==> src/verilog/vector_map_pkg.sv <==
/*
 Constants, source table and carrier types for the interrupt vector mapping block.
 Assumes a single 20 MHz clock domain and peripherals that pulse their event lines.
*/
`default_nettype none
package vector_map_pkg;
    localparam int unsigned N_SRC        = 16;
    localparam int unsigned IDX_W        = 4;
    localparam logic [23:0] RESET_PC     = 24'h000000;
    localparam logic [23:0] START_WORD   = 24'h000002;
    localparam logic [23:0] VEC_END      = 24'h000200;
    localparam logic [23:0] VEC_BASE     = 24'h000004;
    localparam logic [23:0] PC_STEP      = 24'h000002;
    localparam logic [6:0]  IRQ_OFFSET   = 7'h08;
    localparam logic [2:0]  PRIO_RESET   = 3'h4;
    localparam logic [2:0]  PRIO_OFF     = 3'h0;

    typedef struct packed {
        logic [6:0] vec_num;
        logic [6:0] irq_num;
        logic [1:0] word;
        logic [3:0] bit_pos;
        logic [3:0] prio_word;
        logic [3:0] prio_lsb;
        logic       can_only;
        logic       mc_only;
    } src_info_t;

    // Mostly vector order, but the last entry sits out of order, so arbitration
    // compares vector numbers rather than trusting the index
    localparam src_info_t SRC_TABLE [N_SRC] = '{
        '{7'd8,  7'd0,  2'd0, 4'd0,  4'd0,  4'd0, 1'b0, 1'b0},
        '{7'd10, 7'd2,  2'd0, 4'd2,  4'd0,  4'd8, 1'b0, 1'b0},
        '{7'd12, 7'd4,  2'd0, 4'd4,  4'd1,  4'd0, 1'b0, 1'b0},
        '{7'd24, 7'd16, 2'd1, 4'd0,  4'd4,  4'd0, 1'b0, 1'b0},
        '{7'd26, 7'd18, 2'd1, 4'd2,  4'd4,  4'd8, 1'b0, 1'b0},
        '{7'd32, 7'd24, 2'd1, 4'd8,  4'd6,  4'd0, 1'b0, 1'b0},
        '{7'd37, 7'd29, 2'd1, 4'd13, 4'd7,  4'd4, 1'b0, 1'b0},
        '{7'd39, 7'd31, 2'd1, 4'd15, 4'd7,  4'd12, 1'b0, 1'b0},
        '{7'd41, 7'd33, 2'd2, 4'd1,  4'd8,  4'd4, 1'b0, 1'b0},
        '{7'd42, 7'd34, 2'd2, 4'd2,  4'd8,  4'd8, 1'b1, 1'b0},
        '{7'd43, 7'd35, 2'd2, 4'd3,  4'd8,  4'd12, 1'b1, 1'b0},
        '{7'd46, 7'd38, 2'd2, 4'd6,  4'd9,  4'd8, 1'b0, 1'b0},
        '{7'd57, 7'd49, 2'd3, 4'd1,  4'd12, 4'd4, 1'b0, 1'b0},
        '{7'd58, 7'd50, 2'd3, 4'd2,  4'd12, 4'd8, 1'b0, 1'b0},
        '{7'd65, 7'd57, 2'd3, 4'd9,  4'd14, 4'd4, 1'b0, 1'b1},
        '{7'd28, 7'd20, 2'd1, 4'd4,  4'd5,  4'd0, 1'b0, 1'b0}
    };

    typedef struct packed {
        logic        valid;
        logic [2:0]  level;
        logic [6:0]  vec_num;
        logic [6:0]  irq_num;
        logic [23:0] vec_addr;
    } irq_req_t;

    typedef struct packed {
        logic        set;
        logic [3:0]  idx;
    } src_sel_t;
endpackage
`default_nettype wire

==> src/verilog/prio_pick.sv <==
/*
 Combinational pick of the highest-priority pending source.
 Assumes each table entry carries a unique vector number.
*/
`default_nettype none
module prio_pick
    import vector_map_pkg::*;
(
    input  wire logic [N_SRC-1:0] pend,
    input  wire logic [3*N_SRC-1:0] level,
    output logic                  found,
    output logic [IDX_W-1:0]      idx,
    output logic [2:0]            best
);
    logic [6:0]                   best_vec;

    always_comb begin
        found    = 1'b0;
        idx      = '0;
        best     = PRIO_OFF;
        best_vec = '1;
        // Ties compare vector numbers, since table index is not vector order everywhere
        for (int i = 0; i < N_SRC; i++) begin
            if (pend[i] && level[3*i +: 3] != PRIO_OFF &&
                (level[3*i +: 3] > best ||
                 (level[3*i +: 3] == best && SRC_TABLE[i].vec_num < best_vec))) begin
                found    = 1'b1;
                idx      = IDX_W'(i);
                best     = level[3*i +: 3];
                best_vec = SRC_TABLE[i].vec_num;
            end
        end
    end
endmodule // prio_pick
`default_nettype wire

==> src/verilog/vector_map.sv <==
/*
 Interrupt vector mapping: flag and enable words and per-source priority levels for the mapped
 sources, arbitration, and vector address to the core; reset fetch address.
 Assumes event inputs are synchronous one-cycle pulses and software accesses
 arrive as plain strobes on the clk domain.
*/
`default_nettype none
module vector_map
    import vector_map_pkg::*;
#(
    parameter bit HAS_CAN = 1'b1,
    parameter bit HAS_MC  = 1'b1
) (
    input  wire logic              clk,
    input  wire logic              reset_n,
    input  wire logic [N_SRC-1:0]  src_evt,
    input  wire logic              flag_wr,
    input  wire logic [1:0]        flag_wr_word,
    input  wire logic [15:0]       flag_wr_data,
    input  wire logic              enable_wr,
    input  wire logic [1:0]        enable_wr_word,
    input  wire logic [15:0]       enable_wr_data,
    input  wire logic              prio_wr,
    input  wire logic [3:0]        prio_wr_idx,
    input  wire logic [2:0]        prio_wr_level,
    input  wire logic              irq_ack,
    input  wire logic              fetch_step,
    input  wire logic              fetch_back,
    input  wire logic              fetch_load,
    input  wire logic [23:0]       fetch_target,
    output logic [15:0]            irq_flag_word_0,
    output logic [15:0]            irq_flag_word_1,
    output logic [15:0]            irq_flag_word_2,
    output logic [15:0]            irq_flag_word_3,
    output logic [15:0]            irq_enable_word_0,
    output logic [15:0]            irq_enable_word_1,
    output logic [15:0]            irq_enable_word_2,
    output logic [15:0]            irq_enable_word_3,
    output irq_req_t               irq_req,
    output logic [23:0]            program_counter,
    output logic                   fetch_upper,
    output logic                   code_in_vectors
);
    logic [N_SRC-1:0]   flag_reg;
    logic [N_SRC-1:0]   enable_reg;
    logic [3*N_SRC-1:0] level_reg;
    logic [N_SRC-1:0]   fitted;
    logic [N_SRC-1:0]   pend;
    logic               found;
    logic [IDX_W-1:0]   win;
    logic [2:0]         win_level;
    logic [23:0]        pc_next;
    logic [IDX_W-1:0]   shown_idx;

    // Sources absent from this variant have flag, enable and pending tied off; their level stays writable
    genvar g;
    generate
        for (g = 0; g < N_SRC; g++) begin : g_src
            assign fitted[g] = !(SRC_TABLE[g].can_only && !HAS_CAN) &&
                               !(SRC_TABLE[g].mc_only && !HAS_MC);
            assign pend[g] = fitted[g] && flag_reg[g] && enable_reg[g];

            // Hardware set wins over a software clear in the same cycle
            always_ff @(posedge clk or negedge reset_n) begin
                if (!reset_n) begin
                    flag_reg[g] <= 1'b0;
                end else if (fitted[g] && src_evt[g]) begin
                    flag_reg[g] <= 1'b1;
                end else if (!fitted[g]) begin
                    flag_reg[g] <= 1'b0;
                end else if (flag_wr && flag_wr_word == SRC_TABLE[g].word) begin
                    flag_reg[g] <= flag_wr_data[SRC_TABLE[g].bit_pos];
                end else if (irq_ack && irq_req.valid && shown_idx == IDX_W'(g)) begin
                    flag_reg[g] <= 1'b0;
                end
            end

            always_ff @(posedge clk or negedge reset_n) begin
                if (!reset_n) begin
                    enable_reg[g] <= 1'b0;
                end else if (enable_wr && enable_wr_word == SRC_TABLE[g].word) begin
                    enable_reg[g] <= fitted[g] && enable_wr_data[SRC_TABLE[g].bit_pos];
                end
            end

            always_ff @(posedge clk or negedge reset_n) begin
                if (!reset_n) begin
                    level_reg[3*g +: 3] <= PRIO_RESET;
                end else if (prio_wr && prio_wr_idx == IDX_W'(g)) begin
                    level_reg[3*g +: 3] <= prio_wr_level;
                end
            end
        end
    endgenerate

    prio_pick u_pick (
        .pend  (pend),
        .level (level_reg),
        .found (found),
        .idx   (win),
        .best  (win_level)
    );

    // Flag and enable words mirror the bit layout; reserved bits read zero
    always_ff @(posedge clk or negedge reset_n) begin
        if (!reset_n) begin
            irq_flag_word_0   <= 16'h0000;
            irq_flag_word_1   <= 16'h0000;
            irq_flag_word_2   <= 16'h0000;
            irq_flag_word_3   <= 16'h0000;
            irq_enable_word_0 <= 16'h0000;
            irq_enable_word_1 <= 16'h0000;
            irq_enable_word_2 <= 16'h0000;
            irq_enable_word_3 <= 16'h0000;
        end else begin
            irq_flag_word_0   <= 16'h0000;
            irq_flag_word_1   <= 16'h0000;
            irq_flag_word_2   <= 16'h0000;
            irq_flag_word_3   <= 16'h0000;
            irq_enable_word_0 <= 16'h0000;
            irq_enable_word_1 <= 16'h0000;
            irq_enable_word_2 <= 16'h0000;
            irq_enable_word_3 <= 16'h0000;
            for (int i = 0; i < N_SRC; i++) begin
                case (SRC_TABLE[i].word)
                    2'd0: begin
                        irq_flag_word_0[SRC_TABLE[i].bit_pos]   <= flag_reg[i];
                        irq_enable_word_0[SRC_TABLE[i].bit_pos] <= enable_reg[i];
                    end
                    2'd1: begin
                        irq_flag_word_1[SRC_TABLE[i].bit_pos]   <= flag_reg[i];
                        irq_enable_word_1[SRC_TABLE[i].bit_pos] <= enable_reg[i];
                    end
                    2'd2: begin
                        irq_flag_word_2[SRC_TABLE[i].bit_pos]   <= flag_reg[i];
                        irq_enable_word_2[SRC_TABLE[i].bit_pos] <= enable_reg[i];
                    end
                    default: begin
                        irq_flag_word_3[SRC_TABLE[i].bit_pos]   <= flag_reg[i];
                        irq_enable_word_3[SRC_TABLE[i].bit_pos] <= enable_reg[i];
                    end
                endcase
            end
        end
    end

    // Vector address is two per vector above the base of the table
    always_ff @(posedge clk or negedge reset_n) begin
        if (!reset_n) begin
            irq_req   <= '0;
            shown_idx <= '0;
        end else begin
            // An ack clears the source the core was shown, not a newer winner
            shown_idx        <= win;
            irq_req.valid    <= found && !irq_ack;
            irq_req.level    <= win_level;
            irq_req.vec_num  <= SRC_TABLE[win].vec_num;
            irq_req.irq_num  <= SRC_TABLE[win].irq_num;
            irq_req.vec_addr <= VEC_BASE + {16'h0000, SRC_TABLE[win].vec_num, 1'b0};
        end
    end

    // Fetch counter: even only, moves by two, loads forced to the low word
    always_comb begin
        pc_next = program_counter;
        if (fetch_load) begin
            pc_next = {fetch_target[23:1], 1'b0};
        end else if (fetch_step) begin
            pc_next = program_counter + PC_STEP;
        end else if (fetch_back) begin
            pc_next = program_counter - PC_STEP;
        end
    end

    always_ff @(posedge clk or negedge reset_n) begin
        if (!reset_n) begin
            program_counter <= RESET_PC;
            fetch_upper     <= 1'b0;
            code_in_vectors <= 1'b0;
        end else begin
            program_counter <= pc_next;
            fetch_upper     <= 1'b0;
            code_in_vectors <= fetch_load && ({fetch_target[23:1], 1'b0} < VEC_END)
                               && ({fetch_target[23:1], 1'b0} != START_WORD);
        end
    end

    pc_even_a: assert property (@(posedge clk) disable iff (!reset_n)
        program_counter[0] == 1'b0) else $error("fetch address odd");
    pc_step_a: assert property (@(posedge clk) disable iff (!reset_n)
        fetch_step && !fetch_load |=> program_counter == $past(program_counter) + PC_STEP)
        else $error("fetch step not two");
    pc_reset_a: assert property (@(posedge clk)
        !reset_n |-> program_counter == RESET_PC) else $error("reset fetch not zero");
    evt_sets_a: assert property (@(posedge clk) disable iff (!reset_n)
        src_evt[0] |=> flag_reg[0]) else $error("event lost");
    no_req_a: assert property (@(posedge clk) disable iff (!reset_n)
        (pend == '0) |=> !irq_req.valid) else $error("request without pending");
    vec_addr_a: assert property (@(posedge clk) disable iff (!reset_n)
        irq_req.valid |-> irq_req.vec_addr == VEC_BASE + 24'(2 * irq_req.vec_num))
        else $error("vector address mismatch");
    tie_low_a: assert property (@(posedge clk) disable iff (!reset_n)
        pend[0] && pend[1] && level_reg[2:0] == level_reg[5:3] && level_reg[2:0] != 3'h0
        |-> win == 4'h0) else $error("tie not lower vector");
    tie_vec_a: assert property (@(posedge clk) disable iff (!reset_n)
        pend[15] && pend[5] && level_reg[47:45] == level_reg[17:15]
        |-> win != 4'h5) else $error("tie not vector order");
    can_off_a: assert property (@(posedge clk) disable iff (!reset_n)
        !HAS_CAN |-> !pend[9] && !pend[10]) else $error("absent source pending");
    vec_range_a: assert property (@(posedge clk) disable iff (!reset_n)
        irq_req.valid |-> irq_req.vec_addr < VEC_END) else $error("vector outside region");
    irq_map_a: assert property (@(posedge clk) disable iff (!reset_n)
        irq_req.valid |-> irq_req.vec_num == irq_req.irq_num + IRQ_OFFSET)
        else $error("irq number mismatch");
endmodule // vector_map
`default_nettype wire

==> config.mk <==
export PLATFORM = sky130hd
export DESIGN_NAME = vector_map
export DESIGN_NICKNAME = d
export VERILOG_FILES = /design/src/verilog/vector_map_pkg.sv /design/src/verilog/prio_pick.sv /design/src/verilog/vector_map.sv
export SDC_FILE = /design/constraint.sdc
export NUM_CORES = 1
export LEC_CHECK = 0
export BUFFER_PORTS_ARGS = -buffer_cell sky130_fd_sc_hd__clkbuf_2
export CAP_MARGIN = 0
export CORE_MARGIN = 3
export CORE_UTILIZATION = 40
export CTS_BUF_LIST = sky130_fd_sc_hd__clkbuf_4
export CTS_CLUSTER_DIAMETER = 30
export DETAILED_ROUTE_END_ITERATION = 12
export HOLD_SLACK_MARGIN = 0.02
export PLACE_DENSITY = 0.69
export SETUP_SLACK_MARGIN = 0.05
export SKIP_LAST_GASP = 1
export SYNTH_ARGS = -nofsm -noshare
export SYNTH_HDL_FRONTEND = slang
export SYNTH_SLANG_ARGS = --single-unit
==> constraint.sdc <==
create_clock -name clk -period 36.3 [get_ports clk]
set_input_delay 7.26 -clock clk [delete_from_list [all_inputs] [get_ports clk]]
set_output_delay 7.26 -clock clk [all_outputs]
set_load 0.05 [all_outputs]
==> results list <==
- Routability cong.: about 0.89
- Number of unique standard cell types used by synthesis: between 80 and 90
- For this run, the number of Yosys warnings is 0.
* Number of buffers added for setup after CTS: 0
- Highest clock frequency the design can meet: between 0.03 and 0.04 GHz
- Across the run, the number of max-cap violations was 0.
* Nets@finish: 1467
* Die Footprint: just under 0.03 mm2
* Worst hold-check path type: flop to flop
- Data required, critical path: roughly 37 ns
- Hold repair after CTS inserted 0 buffers.
* Final setup violation count: 0
- The routed design has approximately 29000 um of wire.
- Cells with a size suffix above 1 make up around 23% of the layout.
- The largest individual stage delay along the critical path comes from the cell sky130_fd_sc_hd__a221oi_1.
- Grt total ovfl: 0
- Starting density of the core: approximately two fifths
* Placeable core area: 0.02650 mm2
- Fraction of the mapped netlist area in adder cells: roughly 7%
- Number of top-level pins: around 290
- After detailed routing, the average wire length per cell comes to about 17 um.
- For this run, design rule violations remaining after detail routing come to 0.
* Critical setup path kind: flop to flop
- Dividing the synthesized area by the synthesized cell count gives 9.448 um2.
- The run finished with clean final reports.
- The synthesized netlist devotes between 20% and 30% of its cell area to compound gates.
* Die outline height: about 170 um
* Width of the die: roughly 170 um
- Nature of the critical path startpoint: flop
* Global-route wire length before repair: about 45000 um
- Nature of the critical path endpoint: flop
* Cell repeated most along the worst path: sky130_fd_sc_hd__ha_1
- Via count of the first global-routing pass: about 8400
* Aggregate global-route resource usage: between 10% and 20%
* Root Buffer Master: sky130_fd_sc_hd__clkbuf_4
- Proportion of synthesized flip-flops having asynchronous set or reset: 100.0%
- Starting DRC count in detailed routing: 679
- The H-tree was split into 4 levels.
- Largest net degree at the start of global routing: 90
* Peak fanout along the critical path: 8
- The register with the most flip-flops in the layout has 48 of them.
- Min Clock Period, post-route: ~31 ns
- The most used flip-flop cell after synthesis is sky130_fd_sc_hd__dfrtp_1.
* Multiplexer share of the synthesized area: 8.509%
* Post-detailed-route via-to-cell ratio: around 5.3
* Cell row count: 59
- Critical Path AT: around 31 ns
- The cell count after synthesis came out at about 1200.
- Num CTS Buffers: 17
* HPWL Detailed: roughly 23000 um
- After Yosys synthesis, XOR and XNOR cells account for 2.316% of the synthesized area.
- The synthesized netlist occupies a cell area of around 0.011 mm2.
- Detailed routing inserted a total of 8876 vias.
* Max Root-Sink Buffers: 2
- Insertion delay to the later sink of the worst-skew pair: a little under 0.6 ns
- The final-report hold violation count was 0.
- Post-route setup TNS: 0 ns
- Pre-antenna DRT Iters: 5
* Port-buffer cells: between 150 and 200
- The max-slew violation count came to 0.
- Yosys mapped a number of flops with a built-in enable equal to 0.
- Clock tree synthesis found a total of ~160 sinks.
- The share of the Yosys chip area taken by registers is 36.91%.
- For the final database, setup skew stands at approximately 0.032 ns.
- Slew HR: roughly a third
* CTS tree: done
- The number of gates resized after CTS was 0.
- On the worst path, the slowest cell contributes a delay of roughly 0.65 ns.
* Residual antenna-violating net count after detailed routing: 0
- Synth Register Bits: between 150 and 200
- Clock-pin slew was measured on the worst setup and hold paths at 0.16 ns.
* Unrepaired setup endpoints after global routing: false
- Area fraction in and, or, nand and nor cells after synthesis: approximately 14%
- Least-Margin Pin Slew: approximately 0.99 ns
- Main combinational cell family by area after synthesis: compound AO/OA/AOI/OAI gates
* Fin crit share: between 80% and 90%
- Initial antenna violation count: 1
* Layout overhead on the synthesized area: 8.487%
[cell usage after synthesis, types with 16 or more instances]
cell type | count | area share, %
sky130_fd_sc_hd__mux2i_1 | 19 | 1.7
sky130_fd_sc_hd__o211ai_1 | 26 | 1.8
sky130_fd_sc_hd__ha_1 | 60 | 6.8
sky130_fd_sc_hd__xnor2_1 | 21 | 1.7
sky130_fd_sc_hd__dfstp_2 | 16 | 3.8
sky130_fd_sc_hd__o21a_1 | 31 | 2.1
sky130_fd_sc_hd__nor2_1 | 54 | 1.8
sky130_fd_sc_hd__inv_1 | 68 | 2.3
sky130_fd_sc_hd__a21oi_1 | 59 | 2.7
sky130_fd_sc_hd__nand3_1 | 26 | 1.2
sky130_fd_sc_hd__dfrtp_1 | 145 | 33
sky130_fd_sc_hd__o21bai_1 | 16 | 1.1
sky130_fd_sc_hd__nand2b_1 | 17 | 0.97
sky130_fd_sc_hd__mux2_2 | 65 | 6.7
sky130_fd_sc_hd__o21ai_0 | 62 | 2.8
sky130_fd_sc_hd__clkbuf_1 | 23 | 0.79
sky130_fd_sc_hd__nand2_1 | 114 | 3.9
sky130_fd_sc_hd__buf_4 | 119 | 8.1
[worst paths after layout]
path                               startpoint            endpoint  slack (ns)  cells past startpoint
worst max-delay path            enable_reg[0]          irq_req[6]        5.39                    125
worst max register to register  enable_reg[0]          irq_req[6]        5.39                    125
worst min register to register   flag_reg[15]  irq_flag_word_1[4]        0.43                      0
min in group asynchronous             reset_n  program_counter[3]        6.75                      1
max in group asynchronous             reset_n         flag_reg[0]       28.11                      2
worst min-delay path             flag_reg[15]  irq_flag_word_1[4]        0.43                      0
[per-stage QoR]
step	instances	setup WS [ns]	instance area [um2]	hold slack (ns)	utilization, %
after floorplan	1276	9.919	11400	0.3633	-
after global placement	1630	6.050	11660	0.4114	44.00
after detailed placement	1630	5.906	11660	0.4107	44.00
after CTS	1662	5.703	11900	0.4330	44.89
after global routing	1663	3.087	11900	0.4388	44.90
final	1663	5.390	11900	0.4257	44.90
[cells by family (layout without fill, tap and decap cells)]
logic type / after synthesis / count (layout)
AO/OA/AOI/OAI: 309 / 309
multiplexers: 85 / 85
XOR/XNOR: 29 / 29
AND/OR/NAND/NOR: 303 / 303
buffers and inverters: 211 / 262
adder cells (fa/ha/maj): 62 / 62
other: 1 / 117
flip-flops: 161 / 161
[critical path: cells and delay by family, from the launching register on]
| kind | cells | cell delay [ns] |
|---|---|---|
| and+or+nand+nor | 40 | 7.00 |
| buffers and inverters | 7 | 0.62 |
| adders and majority gates | 18 | 5.56 |
| muxes | 12 | 4.46 |
| AOI/OAI and AO/OA | 48 | 12.64 |
| DFF | 1 | 0.55 |
[metal layers]
metal  up-vias  GRT usage (%)  part of all wire [%]
met1      4257          25.84                    45
met4         0          4.724                   1.5
met5         -              0                     0
li1       4276              -                     -
met2       306          32.18                    48
met3        37          3.080                   5.9
[placed cells by master, fill, tap and decap left out, drive strengths merged, types with 21 or more instances in the layout]
cell type,count
a21oi,60
clkbuf,175
conb,116
dfrtp,145
ha,60
inv,74
mux2,66
nand2,115
nand3,27
nor2,54
o211ai,28
o21a,32
o21ai,69
xnor2,21
[layout make-up]
cell class | instances | area, um2
multi-input combinational | 904 | 6116
clock buffer | 17 | 127.6
sequential | 161 | 4049
fill | 2578 | 14600
antenna | 1 | 2.502
tap | 335 | 419.2
clock inverter | 15 | 110.1
timing repair buffer | 161 | 817.0
inverter | 69 | 259.0
Power is left out: the tool's default activity adds up to more than one toggle a clock period on the data nets, which glitch-free logic cannot reach.
